## src/inc/asc_pkg.sv

```systemverilog
package asc_pkg;
    // Geometry of the attached memory
    localparam int ADDR_W = 15;
    localparam int DATA_W = 8;
    // Clock period of the controller
    localparam int CLK_PERIOD_NS = 100;
    // Device timing for the slowest grade (ns)
    localparam int ADDRESS_ACCESS_DELAY_NS     = 120;
    localparam int OE_ACCESS_NS                = 60;
    localparam int READ_CYCLE_PERIOD_NS        = 120;
    localparam int WRITE_PULSE_NS              = 70;
    localparam int WRITE_DATA_LEAD_NS          = 50;
    localparam int RETENTION_RECOVERY_DELAY_NS = READ_CYCLE_PERIOD_NS;
    // Least times round up, never below one cycle
    localparam int READ_WAIT_CYC = (ADDRESS_ACCESS_DELAY_NS + CLK_PERIOD_NS - 1) / CLK_PERIOD_NS;
    localparam int WRITE_CYC     = (WRITE_PULSE_NS + CLK_PERIOD_NS - 1) / CLK_PERIOD_NS;
    localparam int RECOVER_CYC   = (RETENTION_RECOVERY_DELAY_NS + CLK_PERIOD_NS - 1)
                                   / CLK_PERIOD_NS;
    localparam int CNT_W = 4;
    localparam logic [CNT_W-1:0] CNT_ZERO = 4'h0;
    localparam logic [7:0] RD_DATA_RST = 8'h00;
    typedef enum logic [2:0] {
        ASC_IDLE,
        ASC_RD_SETUP,
        ASC_RD_WAIT,
        ASC_WR_SETUP,
        ASC_WR_PULSE,
        ASC_WR_END,
        ASC_RETAIN,
        ASC_RECOVER
    } asc_state_t;
endpackage

```

## src/asc_sram_host.sv

```systemverilog
`timescale 1ns/10ps
`default_nettype none
module asc_sram_host
    import asc_pkg::*;
(
    input  wire logic                        clk_i,
    input  wire logic                        resetn_i,
    input  wire logic                        ce_i,
    input  wire logic                        req_valid_i,
    input  wire logic                        req_write_i,
    input  wire logic [asc_pkg::ADDR_W-1:0]  req_addr_i,
    input  wire logic [asc_pkg::DATA_W-1:0]  req_wdata_i,
    input  wire logic                        retain_i,
    output logic                             req_ready_o,
    output logic                             rsp_valid_o,
    output logic [asc_pkg::DATA_W-1:0]       rsp_rdata_o,
    output logic                             retained_o,
    output logic [asc_pkg::ADDR_W-1:0]       word_address_lines_o,
    output logic                             cs_n_o,
    output logic                             oe_n_o,
    output logic                             we_n_o,
    input  wire logic [asc_pkg::DATA_W-1:0]  shared_byte_lines_i,
    output logic [asc_pkg::DATA_W-1:0]       shared_byte_lines_o,
    output logic                             shared_byte_lines_oe_n_o
);
    import asc_pkg::*;

    asc_state_t        state_reg, state_next;
    logic [CNT_W-1:0]  cnt_reg, cnt_next;
    logic [ADDR_W-1:0] addr_reg, addr_next;
    logic [DATA_W-1:0] wdata_reg, wdata_next;
    logic [DATA_W-1:0] rdata_reg, rdata_next;
    logic              rsp_reg, rsp_next;
    logic [DATA_W-1:0] din_meta_reg, din_sync_reg;

    // Read data comes from another timing world, two flops first
    always_ff @(posedge clk_i) begin
        if (!resetn_i) begin
            din_meta_reg <= RD_DATA_RST;
            din_sync_reg <= RD_DATA_RST;
        end else if (ce_i) begin
            din_meta_reg <= shared_byte_lines_i;
            din_sync_reg <= din_meta_reg;
        end
    end

    // Sequencer next state; one request at a time, no refresh needed
    always_comb begin
        state_next = state_reg;
        cnt_next   = cnt_reg;
        addr_next  = addr_reg;
        wdata_next = wdata_reg;
        rdata_next = rdata_reg;
        rsp_next   = 1'b0;
        unique case (state_reg)
            ASC_IDLE: begin
                if (retain_i) begin
                    state_next = ASC_RETAIN;
                end else if (req_valid_i) begin
                    // Address latched while strobes idle
                    addr_next  = req_addr_i;
                    wdata_next = req_wdata_i;
                    state_next = req_write_i ? ASC_WR_SETUP : ASC_RD_SETUP;
                end
            end
            ASC_RD_SETUP: begin
                cnt_next   = CNT_W'(READ_WAIT_CYC);
                state_next = ASC_RD_WAIT;
            end
            ASC_RD_WAIT: begin
                if (cnt_reg == CNT_ZERO) begin
                    // Sampled data is the synced copy, two cycles old
                    rdata_next = din_sync_reg;
                    rsp_next   = 1'b1;
                    state_next = ASC_IDLE;
                end else begin
                    cnt_next = cnt_reg - 1'b1;
                end
            end
            ASC_WR_SETUP: begin
                cnt_next   = CNT_W'(WRITE_CYC - 1);
                state_next = ASC_WR_PULSE;
            end
            ASC_WR_PULSE: begin
                if (cnt_reg == CNT_ZERO) begin
                    state_next = ASC_WR_END;
                end else begin
                    cnt_next = cnt_reg - 1'b1;
                end
            end
            ASC_WR_END: begin
                rsp_next   = 1'b1;
                state_next = ASC_IDLE;
            end
            ASC_RETAIN: begin
                if (!retain_i) begin
                    cnt_next   = CNT_W'(RECOVER_CYC - 1);
                    state_next = ASC_RECOVER;
                end
            end
            ASC_RECOVER: begin
                if (cnt_reg == CNT_ZERO) begin
                    state_next = ASC_IDLE;
                end else begin
                    cnt_next = cnt_reg - 1'b1;
                end
            end
        endcase
    end

    // Sequencer registers
    always_ff @(posedge clk_i) begin
        if (!resetn_i) begin
            state_reg <= ASC_IDLE;
            cnt_reg   <= CNT_ZERO;
            addr_reg  <= '0;
            wdata_reg <= '0;
            rdata_reg <= RD_DATA_RST;
            rsp_reg   <= 1'b0;
        end else if (ce_i) begin
            state_reg <= state_next;
            cnt_reg   <= cnt_next;
            addr_reg  <= addr_next;
            wdata_reg <= wdata_next;
            rdata_reg <= rdata_next;
            rsp_reg   <= rsp_next;
        end
    end

    // Pin strobes decoded combinationally from the 3-bit binary state, not registered
    always_comb begin
        cs_n_o = !(state_reg inside {ASC_RD_SETUP, ASC_RD_WAIT, ASC_WR_SETUP,
                                     ASC_WR_PULSE, ASC_WR_END});
        we_n_o = (state_reg != ASC_WR_PULSE);
        oe_n_o = !(state_reg == ASC_RD_WAIT);
        // Drive data across the whole write, released at once otherwise
        shared_byte_lines_oe_n_o = !(state_reg inside {ASC_WR_SETUP, ASC_WR_PULSE,
                                                       ASC_WR_END});
    end

    assign word_address_lines_o = addr_reg;
    assign shared_byte_lines_o  = wdata_reg;
    assign rsp_rdata_o          = rdata_reg;
    assign rsp_valid_o          = rsp_reg;
    assign req_ready_o          = (state_reg == ASC_IDLE) && !retain_i;
    assign retained_o           = (state_reg == ASC_RETAIN);

    // Helper count of strobe-low cycles; feeds only the width check below
    logic [CNT_W-1:0] we_low_reg, we_low_next;

    // Saturates so a long or frozen strobe cannot wrap back to short
    always_comb begin
        we_low_next = we_low_reg;
        if (we_n_o) begin
            we_low_next = CNT_ZERO;
        end else if (we_low_reg != '1) begin
            we_low_next = we_low_reg + 1'b1;
        end
    end

    // Helper count register, frozen with the rest of the state
    always_ff @(posedge clk_i) begin
        if (!resetn_i) begin
            we_low_reg <= CNT_ZERO;
        end else if (ce_i) begin
            we_low_reg <= we_low_next;
        end
    end

    // Checks on the pin sequence
    AST_WE_ONLY_SELECTED: assert property (
        @(posedge clk_i) disable iff (!resetn_i)
        !we_n_o |-> !cs_n_o && oe_n_o && !shared_byte_lines_oe_n_o)
        else $error("write strobe low without select or data");
    AST_NO_CONTENTION: assert property (
        @(posedge clk_i) disable iff (!resetn_i)
        !oe_n_o |-> shared_byte_lines_oe_n_o && we_n_o)
        else $error("host drives data while gate is low");
    AST_ADDR_STABLE: assert property (
        @(posedge clk_i) disable iff (!resetn_i)
        ce_i && !we_n_o |=> $stable(word_address_lines_o))
        else $error("address moved during write strobe");
    AST_WRITE_WIDTH: assert property (
        @(posedge clk_i) disable iff (!resetn_i)
        $rose(we_n_o) |-> we_low_reg >= CNT_W'(WRITE_CYC))
        else $error("write pulse too short");
    AST_DATA_LEAD: assert property (
        @(posedge clk_i) disable iff (!resetn_i)
        $rose(we_n_o) |-> !shared_byte_lines_oe_n_o && !$past(shared_byte_lines_oe_n_o))
        else $error("write data not held across strobe end");
    AST_READ_WAIT: assert property (
        @(posedge clk_i) disable iff (!resetn_i)
        ce_i && state_reg == ASC_RD_SETUP ##1 ce_i [*2] |-> !oe_n_o)
        else $error("gate not low during read wait");
    AST_READ_SAMPLE: assert property (
        @(posedge clk_i) disable iff (!resetn_i)
        state_reg == ASC_RD_WAIT && cnt_reg == CNT_ZERO
            |-> !$past(oe_n_o, 2) && $stable(word_address_lines_o))
        else $error("read sampled before gate and address settled");
    AST_ADDR_HELD: assert property (
        @(posedge clk_i) disable iff (!resetn_i)
        !cs_n_o && !$past(cs_n_o) |-> $stable(word_address_lines_o))
        else $error("address moved while selected");
    AST_DESELECT_IDLE: assert property (
        @(posedge clk_i) disable iff (!resetn_i)
        cs_n_o |-> oe_n_o && we_n_o && shared_byte_lines_oe_n_o)
        else $error("strobes or data active while deselected");
    AST_RETAIN_CS: assert property (
        @(posedge clk_i) disable iff (!resetn_i)
        retained_o |-> cs_n_o)
        else $error("select low during retention");
    AST_RECOVER: assert property (
        @(posedge clk_i) disable iff (!resetn_i)
        ce_i && $fell(retained_o) |-> cs_n_o && !req_ready_o)
        else $error("access too soon after retention");
    AST_RD_WE_HIGH: assert property (
        @(posedge clk_i) disable iff (!resetn_i)
        !oe_n_o |-> we_n_o && !cs_n_o)
        else $error("write strobe low in read");
endmodule
`default_nettype wire

```

## config.mk

```make
export PLATFORM = sky130hd
export DESIGN_NAME = asc_sram_host
export DESIGN_NICKNAME = d
export VERILOG_FILES = /design/src/inc/asc_pkg.sv /design/src/asc_sram_host.sv
export SDC_FILE = /design/constraint.sdc
export NUM_CORES = 1
export LEC_CHECK = 0
export ABC_AREA = 1
export BUFFER_PORTS_ARGS = -buffer_cell sky130_fd_sc_hd__buf_2
export CAP_MARGIN = 15
export CORE_MARGIN = 2
export CORE_UTILIZATION = 49
export DETAILED_ROUTE_END_ITERATION = 6
export PLACE_DENSITY = 0.84
export RECOVER_POWER = 25
export SYNTH_ARGS = -nofsm -noshare
export SYNTH_HDL_FRONTEND = slang
export SYNTH_SLANG_ARGS = --single-unit
```

## constraint.sdc

```tcl
create_clock -name clk_i -period 1.9 [get_ports clk_i]
set_input_delay 0.095 -clock clk_i [delete_from_list [all_inputs] [get_ports clk_i]]
set_output_delay 0.095 -clock clk_i [all_outputs]
set_load 0.02 [all_outputs]
```

==> metrics.txt, run 1 <==
initial antenna violation count 0; # diodes 0; peak supply drop 0.572 mV; Cell variety after synth 26; Worst Hold Path EP word_address_lines_o[8]$_SDFFE_PN0P_; Placeable Area 0.00435 mm²; Horiz. Die Dim 71.3 µm; # Max-Cap Violations 0; most frequent cell after synthesis nor2_1; Reg2Reg Setup Slack a little over 0.3 ns; PwrDens 971 mW/mm²; outcome finished clean; Worst R2R Path Depth 6; worst skew pair latency 0.31 ns; final slew viol count 0; dominant synthesized flop cell dfxtp_1; Overflow after GRT 0; GR Util All Layers 0.213; Worst R2R End shared_byte_lines_o[0]$_SDFFE_PN0P_; effective utilization at floorplan 0.510; crit end category flop; die area 0.00509 mm²; skew final around 0.013 ns; largest area contributor in the netlist dfxtp_1; Post-synth ARST share 0; Layout area overhead 28.0%; # fillers 366; Port Buffer Count 74; Post-Route WL 5220 µm; critical path class flop to flop; share of layout cells above drive strength 1 0.243; Synth Warn # 0; CTS sink cnt between 50 and 60; wire length per cell 12.1 µm; Slew HR 0.467; cts bufs inserted 5; fmax 0.627 GHz; I/O pins 75; Tcrit/Tclk final 0.839; Post-Syn Instances 294; CTS Root Cell clkbuf_8; vias post-DR 2159; Largest register FFs 15; Setup WS pre-CTS 0.378 ns; Area after DPL ~0.0026 mm²; ANT nets after route 0; pin slew with the least headroom to its limit between 0.7 and 0.8 ns; fin cells 431; H-tree depth 2; HP Start req_addr_i[8]; Hold Fails Final Rpt 0; Post-Syn Area 0.00222 mm²; drt drc 0; TNS Setup 0 ns; Clock Tree Buf Depth 2; EDFF count, synth 0; Die Ht 71.3 µm; CP max FO 23; standard-cell rows 24; Synth area leaders dfxtp_1 (50%), nor2_1 (17%), o21ai_0 (11%); Util after Layout 0.653; commonest cells in the netlist nor2_1 (101), dfxtp_1 (55), o21ai_0 (50); Final min period 1.59 ns; final worst slack 0.306 ns; largest net degree at the start of global routing 30; Hold WC Path Type primary input to flop; register bit total from synthesis 55; Worst EP required approximately 2.1 ns; hold slack 0.00391 ns; CTS tree built; Inst Count DP approximately 410; Hold Path Depth 3; Finished Cell Area roughly 0.0028 mm²; TritonRoute pass-1 iters 5; Setup Fix Bufs, Post-CTS 0; GP Congestion around 0.85; 1st-iter DRT viols roughly 110; first-pass GRT wire length 8800 µm; number of global-route vias before repair between 2k and 2.5k; Seq/Total Area, Yosys 0.496; RSZ-0062 raised after global routing no; Synthesized Nets roughly 330; # setup viols final 0; worst r2r src state_reg[2]$_SDFFE_PN0P_; total power 2.76 mW; # nets final 416; via/cell ratio about 5; Leak 1.39 nW; top cell type's share of synthesized area 0.496; HPWL after DPL between 3000 and 4000 µm; clock transition at the registers of the reported paths 0.10 ns; syn_area_per_cell 7.55 µm²; WP data arrival 1.80 ns; startpoint types flop
routing by layer:
metal / GRT usage / vias to the layer above / share of wire
met5: 0 / - / 0
met1: 0.274 / 961 / 0.47
met3: 0.0563 / 7 / 0.066
met2: 0.353 / 78 / 0.45
met4: 0.0629 / 0 / 0.011
li1: - / 1113 / -
area by class of cell:
cell class / instances / area [µm²] / share of cell area
Multi-Input combinational cell: 211 / 996 / 0.350
Sequential cell: 55 / 1100 / 0.387
Clock buffer: 6 / 72.6 / 0.0255
Inverter: 15 / 61.3 / 0.0216
Tap cell: 52 / 65.1 / 0.0229
Timing Repair Buffer: 90 / 508 / 0.179
Clock inverter: 2 / 38.8 / 0.0136
what timing repair did:
action,in CTS,in global routing
endpoints found under the hold margin,10,2
hold buffers,10,2
resized for setup,0,0
worst max-delay path, stage by stage (launching register included):
cell and delay (ns):
dfxtp_1 0.52, inv_1 0.23, nand4_4 0.18, nor2_4 0.05, buf_4 0.20, o21ai_0 0.24, nor2_1 0.06
report_power, final:
part / internal [mW] / switching [mW]
sequential: 1.25 / 0.0680
combinational: 0.233 / 0.426
clock: 0.399 / 0.384
how the worst max path moves through the flow:
stage                                   start                             endpoint  slack, ns  cells after the start
global route        state_reg[2]$_SDFFE_PN0P_              cnt_reg[2]$_SDFFE_PN0P_       0.19                      7
floorplan             cnt_reg[0]$_SDFFE_PN0P_          rsp_rdata_o[0]$_SDFFE_PN0P_       0.60                      7
CTS                 state_reg[2]$_SDFFE_PN0P_                               cs_n_o       0.34                      4
detailed placement  state_reg[2]$_SDFFE_PN0P_          rsp_rdata_o[2]$_SDFFE_PN0P_       0.38                      6
global placement    state_reg[2]$_SDFFE_PN0P_          rsp_rdata_o[4]$_SDFFE_PN0P_       0.43                      6
finish              state_reg[2]$_SDFFE_PN0P_  shared_byte_lines_o[0]$_SDFFE_PN0P_       0.31                      6
cells by family (layout without fill, tap and decap cells):
group                      after synthesis  count (layout)  share of synthesized area
and+or+nand+nor                        149             149                      0.301
AOI/OAI and AO/OA                       59              59                      0.134
DFF                                     55              55                      0.496
buffers and inverters                   28             113                     0.0558
xor gates and xnor gates                 2               2                    0.00789
adders and majority gates                1               1                    0.00563
cells in the final DEF, fill, tap and decap left out, types with 3 or more instances in the layout:
cell type / count
a21oi_1: 5
buf_2: 66
buf_4: 3
clkbuf_1: 9
clkbuf_8: 5
dfxtp_1: 55
dlygate4sd3_1: 12
inv_1: 10
nand2_1: 20
nand3_1: 14
nor2_1: 101
nor2_4: 3
o21ai_0: 50
o21ai_1: 3
Power figures use the tool's default switching activity.
==> run 2, diff against run 1 <==
--- a/config.mk
+++ b/config.mk
@@ -5,11 +5,11 @@
 export SDC_FILE = /design/constraint.sdc
 export NUM_CORES = 1
 export LEC_CHECK = 0
-export ABC_AREA = 1
+export ABC_AREA = 0
 export BUFFER_PORTS_ARGS = -buffer_cell sky130_fd_sc_hd__buf_2
 export CAP_MARGIN = 15
 export CORE_MARGIN = 2
-export CORE_UTILIZATION = 49
+export CORE_UTILIZATION = 50
 export DETAILED_ROUTE_END_ITERATION = 6
 export PLACE_DENSITY = 0.84
 export RECOVER_POWER = 25
==> constraint.sdc (replaced) <==
create_clock -name clk_i -period 1.6 [get_ports clk_i]
set_input_delay 0.08 -clock clk_i [delete_from_list [all_inputs] [get_ports clk_i]]
set_output_delay 0.08 -clock clk_i [all_outputs]
set_load 0.02 [all_outputs]
==> run 2 against run 1 <==
Effect of this change:
- power increased by 11%
- maximum frequency increased by 2.3%
- sequential power increased by 13%
- largest cell class is now multi-input combinational cells
==> metrics.txt, run 2 <==
Port Buffer Count 74 (unchanged); Horiz. Die Dim 73.3 µm (was 71.3 µm); most frequent cell after synthesis nand2_1 (was nor2_1); Die Ht 73.3 µm (was 71.3 µm); first-pass GRT wire length 8220 µm (was 8800 µm); Clock Tree Buf Depth 2 (unchanged); Hold Fails Final Rpt 0 (unchanged); Post-Syn Area 0.00240 mm² (was 0.00222 mm²); Slew HR 0.585 (was 0.467); Util after Layout 0.696 (was 0.653); final slew viol count 0 (unchanged); Hold WC Path Type primary input to flop (unchanged); GR Util All Layers 0.195 (was 0.213); top cell type's share of synthesized area 0.459 (was 0.496); Finished Cell Area 0.00324 mm² (was 0.00284 mm²); GP Congestion 0.762 (was 0.853); largest area contributor in the netlist dfxtp_1 (unchanged); Tcrit/Tclk final 0.974 (was 0.839); Critical Path Slowest Stage Cell dfxtp_2 (was dfxtp_1); pin slew with the least headroom to its limit 0.623 ns (was 0.799 ns); Leak 1.47 nW (was 1.39 nW); Post-Syn Instances 261 (was 294); register bit total from synthesis 55 (unchanged); # fillers 351 (was 366); CTS sink cnt 55 (unchanged); crit end category flop (unchanged); critical path, cell by cell buf_6 > nor4_4 > and3_4 > clkbuf_16 > nand2_1 > a21boi_1 (was inv_1 > nand4_4 > nor2_4 > buf_4 > o21ai_0 > nor2_1); TritonRoute pass-1 iters 6 (was 5); Final min period 1.56 ns (was 1.59 ns); Synthesized Nets 299 (was 332); CP max FO 11 (was 23); skew final 0.00330 ns (was 0.0133 ns); PwrDens 942 mW/mm² (was 971 mW/mm²); # Max-Cap Violations 0 (unchanged); Seq/Total Area, Yosys 0.459 (was 0.496); WP data arrival 1.79 ns (was 1.80 ns); commonest non-fill, non-tap cells in the layout buf_2 (68), nand2_1 (56), dfxtp_1 (53) (was nor2_1 (101), buf_2 (66), dfxtp_1 (55)); total power 3.05 mW (was 2.76 mW); EDFF count, synth 0 (unchanged); syn_area_per_cell 9.19 µm² (was 7.55 µm²); Post-synth ARST share 0 (unchanged); vias post-DR 2114 (was 2159); ANT nets after route 0 (unchanged); outcome finished clean (unchanged); CTS tree built (unchanged); largest net degree at the start of global routing 28 (was 30); worst path buffer plus inverter count 2 (unchanged); CP max stage delay 0.35 ns (was 0.52 ns); commonest non-fill, non-tap cell in the layout buf_2 (was nor2_1); HPWL after DPL 3430 µm (was 3460 µm); wire length per cell 13.4 µm (was 12.1 µm); 1st-iter DRT viols 68 (was 107); CP delay by family, top simple AND/OR/NAND/NOR gates (was flip-flops); H-tree depth 2 (unchanged); fmax 0.642 GHz (was 0.627 GHz); I/O pins 75 (unchanged); share of layout cells above drive strength 1 0.279 (was 0.243); critical path class flop to flop (unchanged); startpoint types flop (unchanged); Area after DPL 0.00287 mm² (was 0.00262 mm²); peak supply drop 0.551 mV (was 0.572 mV); Largest register FFs 15 (unchanged); worst skew pair latency 0.30 ns (was 0.31 ns); Cell variety after synth 42 (was 26); standard-cell rows 25 (was 24); Placeable Area 0.00466 mm² (was 0.00435 mm²); # nets final 396 (was 416); dominant synthesized flop cell dfxtp_1 (unchanged); Overflow after GRT 0 (unchanged); CTS Root Cell clkbuf_8 (unchanged); # setup viols final 0 (unchanged); cts bufs inserted 5 (unchanged); commonest cells in the netlist nand2_1 (56), dfxtp_1 (55), mux2i_1 (29) (was nor2_1 (101), dfxtp_1 (55), o21ai_0 (50)); effective utilization at floorplan 0.515 (was 0.510); drt drc 0 (unchanged); via/cell ratio 5.12 (was 5.01); Post-Route WL 5530 µm (was 5220 µm); Layout area overhead 35.1% (was 28.0%); die area 0.00537 mm² (was 0.00509 mm²); Worst EP required 1.83 ns (was 2.11 ns); clock transition at the registers of the reported paths 0.09 ns (was 0.10 ns); Synth Warn # 0 (unchanged); initial antenna violation count 0 (unchanged); # diodes 0 (unchanged); number of global-route vias before repair 1895 (was 2020); Synth area leaders dfxtp_1 (46%), mux2i_1 (12%), nand2_1 (8.8%) (was dfxtp_1 (50%), nor2_1 (17%), o21ai_0 (11%))
==> run 2: cells by family after synthesis <==
group / share of synthesized area
compound gates: 0.140
xor+xnor: 0.00365
fa+ha+maj: 0.00521
buf+inv: 0.0448
flops: 0.459
mux: 0.126
simple gates: 0.222
==> run 2: worst register-to-register path: cells and delay by family, from the launching register on <==
kind                   cells  cell delay, ns
buffers and inverters      2            0.31
AND/OR/NAND/NOR            3            0.70
flip-flops                 1            0.35
AO/OA/AOI/OAI              1            0.14
==> run 2: final timing paths <==
path | from | end | slack [ns] | depth (start not counted)
min reg2reg | shared_byte_lines_o[4]$_SDFFE_PN0P_ | shared_byte_lines_o[4]$_SDFFE_PN0P_ | 0.46 | 2
min | req_addr_i[1] | word_address_lines_o[1]$_SDFFE_PN0P_ | 0.01 | 3
max reg2reg | state_reg[0]$_SDFFE_PN0P_ | shared_byte_lines_o[1]$_SDFFE_PN0P_ | 0.04 | 6
max | state_reg[0]$_SDFFE_PN0P_ | shared_byte_lines_o[1]$_SDFFE_PN0P_ | 0.04 | 6
==> run 2: layout make-up <==
cell class,count,area (µm²),share of cell area
multi-input combinational,184,1240,0.382
sequential,55,1100,0.340
timing repair buffer,108,729,0.225
clock buffer,6,72.6,0.0224
tap,54,67.6,0.0208
clock inverter,2,16.3,0.00502
inverter,4,15.0,0.00463
==> run 2: through the flow <==
| step | std cells | setup TNS (ns) | hold WS [ns] | setup slack [ns] |
|---|---|---|---|---|
| detailed placement | 383 | 0 | 0.327 | 0.0704 |
| global route | 413 | -0.0315 | 0.0177 | -0.0244 |
| floorplan | 261 | 0 | 0.193 | 0.000606 |
| CTS | 410 | 0 | 0.000384 | 0.0163 |
| finish | 413 | 0 | 0.0125 | 0.0418 |
| global placement | 383 | 0 | 0.322 | 0.108 |
==> run 2: layer usage <==
layer	vias to the layer above	global-route usage	share of wire
li1	1073	-	-
met1	968	0.233	0.46
met2	65	0.344	0.48
met3	8	0.0466	0.055
met4	0	0.0617	0.013
met5	-	0	0
==> run 2: what timing repair did <==
action | CTS | global route
hold buffers | 19 | 0
buffers inserted | 0 | 1
resized for setup | 0 | 10
hold endpoints to repair | 19 | 0
endpoints found under the setup margin | 0 | 34
==> run 2: where the power goes <==
part           leakage (nW)  internal (mW)  switching, mW
clock network        0.0418          0.315          0.442
logic                 0.980          0.388          0.421
registers             0.448           1.44         0.0469
total                  1.47           2.14          0.910
==> run 3, diff against run 2 <==
--- a/config.mk
+++ b/config.mk
@@ -9,9 +9,9 @@
 export BUFFER_PORTS_ARGS = -buffer_cell sky130_fd_sc_hd__buf_2
 export CAP_MARGIN = 15
 export CORE_MARGIN = 2
-export CORE_UTILIZATION = 50
+export CORE_UTILIZATION = 45
 export DETAILED_ROUTE_END_ITERATION = 6
-export PLACE_DENSITY = 0.84
+export PLACE_DENSITY = 0.81
 export RECOVER_POWER = 25
 export SYNTH_ARGS = -nofsm -noshare
 export SYNTH_HDL_FRONTEND = slang
==> constraint.sdc (replaced) <==
create_clock -name clk_i -period 1.3 [get_ports clk_i]
set_input_delay 0.065 -clock clk_i [delete_from_list [all_inputs] [get_ports clk_i]]
set_output_delay 0.065 -clock clk_i [all_outputs]
set_load 0.02 [all_outputs]
==> run 3 against run 2 <==
Effect of this change:
- the flow now finishes with violations (setup timing)
- final area up 13%
- largest cell class unchanged
- routed wire length increased by 14%
- combinational power up 73%
- first-iteration DRC count up 21%
- hold slack better by 0.0036 ns
- sequential share of layout area shrank 3.8 points
- power increased by 43%
==> metrics.txt, run 3 (same netlist as run 2, synthesis figures left out) <==
outcome finished, violations left (was finished clean); failing checks setup timing; Critical path origin state_reg[2]$_SDFFE_PN0P_ (was state_reg[0]$_SDFFE_PN0P_); worst path buffer plus inverter count 1 (was 2); area of the multi-input gates 0.00134 mm² (was 0.00124 mm²); cts bufs inserted 5 (unchanged); WP data arrival 1.69 ns (was 1.79 ns); TritonRoute pass-1 iters 4 (was 6); final slew viol count 0 (unchanged); Worst R2R Path Depth 5 (was 6); worst skew pair latency 0.30 ns (about the same); GR Util All Layers 0.204 (was 0.195); via/cell ratio 5.01 (was 5.12); largest net degree at the start of global routing 25 (was 28); Internal 3.11 mW (was 2.14 mW); register area 0.00111 mm² (was 0.00110 mm²); GP Congestion 0.722 (was 0.762); I/O pins 75 (unchanged); die area 0.00593 mm² (was 0.00537 mm²); Critical Path Slowest Stage Cell dfxtp_2 (unchanged); total power 4.37 mW (was 3.05 mW); Layout area overhead 53.1% (was 35.1%); switch share 0.290 (was 0.298); skew final 0.00767 ns (was 0.00330 ns); # diodes 0 (unchanged); Clock Power Share 0.263 (was 0.248); Worst R2R End state_reg[2]$_SDFFE_PN0P_ (was shared_byte_lines_o[1]$_SDFFE_PN0P_); clock transition at the registers of the reported paths 0.10 ns (was 0.09 ns); grt peak-use layer met2 (unchanged); Reg2Reg Setup Slack -0.18 ns (was 0.04 ns); PwrDens 1190 mW/mm² (was 942 mW/mm²); peak supply drop 1.02 mV (was 0.551 mV); Placeable Area 0.00514 mm² (was 0.00466 mm²); met3 usage 0.0518 (was 0.0466); Post-Route WL 6330 µm (was 5530 µm); HP Start shared_byte_lines_i[4] (was req_addr_i[1]); # fillers 369 (was 351); Worst Hold Path EP din_meta_reg[4]$_SDFFE_PN0P_ (was word_address_lines_o[1]$_SDFFE_PN0P_); Hold Fails Final Rpt 0 (unchanged); Slew HR 0.726 (was 0.585); CTS Root Cell clkbuf_8 (unchanged); commonest non-fill, non-tap cells in the layout buf_2 (69), nand2_1 (54), dfxtp_1 (50) (was buf_2 (68), nand2_1 (56), dfxtp_1 (53)); CTS sink cnt 55 (unchanged); effective utilization at floorplan 0.467 (was 0.515); CP max FO 5 (was 11); # setup viols final 44 (was 0); 1st-iter DRT viols 82 (was 68); ANT nets after route 0 (unchanged); Hold Path Depth 3 (unchanged); Die Ht 77.0 µm (was 73.3 µm); drt drc 0 (unchanged); H-tree depth 2 (unchanged); number of global-route vias before repair 2140 (was 1895); vias post-DR 2291 (was 2114); first-pass GRT wire length 10000 µm (was 8220 µm); Horiz. Die Dim 77.0 µm (was 73.3 µm); crit end category flop (unchanged); HPWL after DPL 3570 µm (was 3430 µm); fmax 0.678 GHz (was 0.642 GHz); Port Buffer Count 74 (unchanged); final worst slack -0.176 ns (was 0.0418 ns); Overflow after GRT 0 (unchanged); Worst EP required 1.52 ns (was 1.83 ns); # nets final 424 (was 396); Final min period 1.48 ns (was 1.56 ns); combinational power share 0.319 (was 0.265); startpoint types flop (unchanged); CP delay by family, top multiplexers (was simple AND/OR/NAND/NOR gates); CTS tree built (unchanged); met2 usage 0.352 (was 0.344); worst r2r src state_reg[2]$_SDFFE_PN0P_ (was state_reg[0]$_SDFFE_PN0P_); RSZ-0062 raised after global routing yes; Clock Tree Buf Depth 2 (unchanged); M1 GR Usage 0.253 (was 0.233); wire length per cell 13.8 µm (was 13.4 µm); critical path class flop to flop (unchanged); standard-cell rows 26 (was 25); CP max stage delay 0.37 ns (was 0.35 ns); Tcrit/Tclk final 1.14 (was 0.974); Largest register FFs 15 (unchanged); share of layout cells above drive strength 1 0.385 (was 0.279); critical path, cell by cell buf_6 > nand2_2 > mux2_4 > o221ai_4 > mux2i_1 (was buf_6 > nor4_4 > and3_4 > clkbuf_16 > nand2_1 > a21boi_1); commonest non-fill, non-tap cell in the layout buf_2 (unchanged); sw power 1.27 mW (was 910 µW); register share of total power 0.417 (was 0.487); pin slew with the least headroom to its limit 0.412 ns (was 0.623 ns); # Max-Cap Violations 0 (unchanged); initial antenna violation count 0 (unchanged); Hold WC Path Type primary input to flop (unchanged); Leak 1.71 nW (was 1.47 nW); hold slack 0.0161 ns (was 0.0125 ns)
-- run 3: changes by cell type in the layout (fill, tap and decap cells not counted), moves of 3 or more --
cell | before | now
buf_6 | 2 | 16
dfxtp_1 | 53 | 50
clkbuf_1 | 8 | 0
dlygate4sd3_1 | 19 | 23
buf_4 | 8 | 25
nor2_1 | 7 | 3
-- run 3: routing by layer --
metal	vias to the layer above	routed length, µm
met1	1060	2740
met2	90	3090
li1	1129	-
met4	0	106
met5	-	0
met3	12	396
-- run 3: power by group through the flow --
stage	clock network (mW)	registers (mW)	logic [mW]
6_report	1.15	1.83	1.40
5_1_grt	1.24	1.84	1.49
4_1_cts	1.18	1.82	1.23
3_5_place_dp	0	1.86	0.987
3_3_place_gp	0	1.86	0.970
2_1_floorplan	0	1.91	0.592
-- run 3: worst max-delay path by stage --
stage | end | slack, ns | depth (start not counted)
floorplan | rsp_rdata_o[0]$_SDFFE_PN0P_ | -0.14 | 5
global placement | cnt_reg[2]$_SDFFE_PN0P_ | -0.14 | 5
detailed placement | rsp_rdata_o[5]$_SDFFE_PN0P_ | -0.17 | 7
CTS | cs_n_o | -0.17 | 5
global route | word_address_lines_o[2]$_SDFFE_PN0P_ | -0.24 | 6
finish | state_reg[2]$_SDFFE_PN0P_ | -0.18 | 5
-- run 3: worst reg2reg max path, stage by stage (launching register included) --
cell,delay [ns]
dfxtp_2,0.37
buf_6,0.13
nand2_2,0.09
mux2_4,0.32
o221ai_4,0.24
mux2i_1,0.24
-- run 3: timing repair --
action / CTS / global route
gates resized for setup: 36 / 12
hold buffers: 23 / 0
pin swaps: 11 / 8
setup buffers: 8 / 5
cloned: 1 / 1
setup endpoints to repair: 44 / 45
endpoints found under the hold margin: 23 / 0
-- run 3: area by class of cell --
class | count | area share
clock buffers | 5 | 0.0187
clock inverters | 3 | 0.0129
inverters | 4 | 0.00477
multi-input cells | 184 | 0.363
flip-flops and latches | 55 | 0.302
well taps | 70 | 0.0238
repair buffers | 136 | 0.274
-- run 3: stage by stage --
step                instances  utilization  TNS [ns]  cell area, µm²  setup WS, ns
floorplan                 261            -     -4.33            2460        -0.142
global placement          411        0.586     -2.95            3010        -0.140
detailed placement        411        0.586     -4.23            3010        -0.167
CTS                       451        0.692     -4.29            3560        -0.174
global route              457        0.715     -8.29            3670        -0.238
finish                    457        0.715     -5.42            3670        -0.176
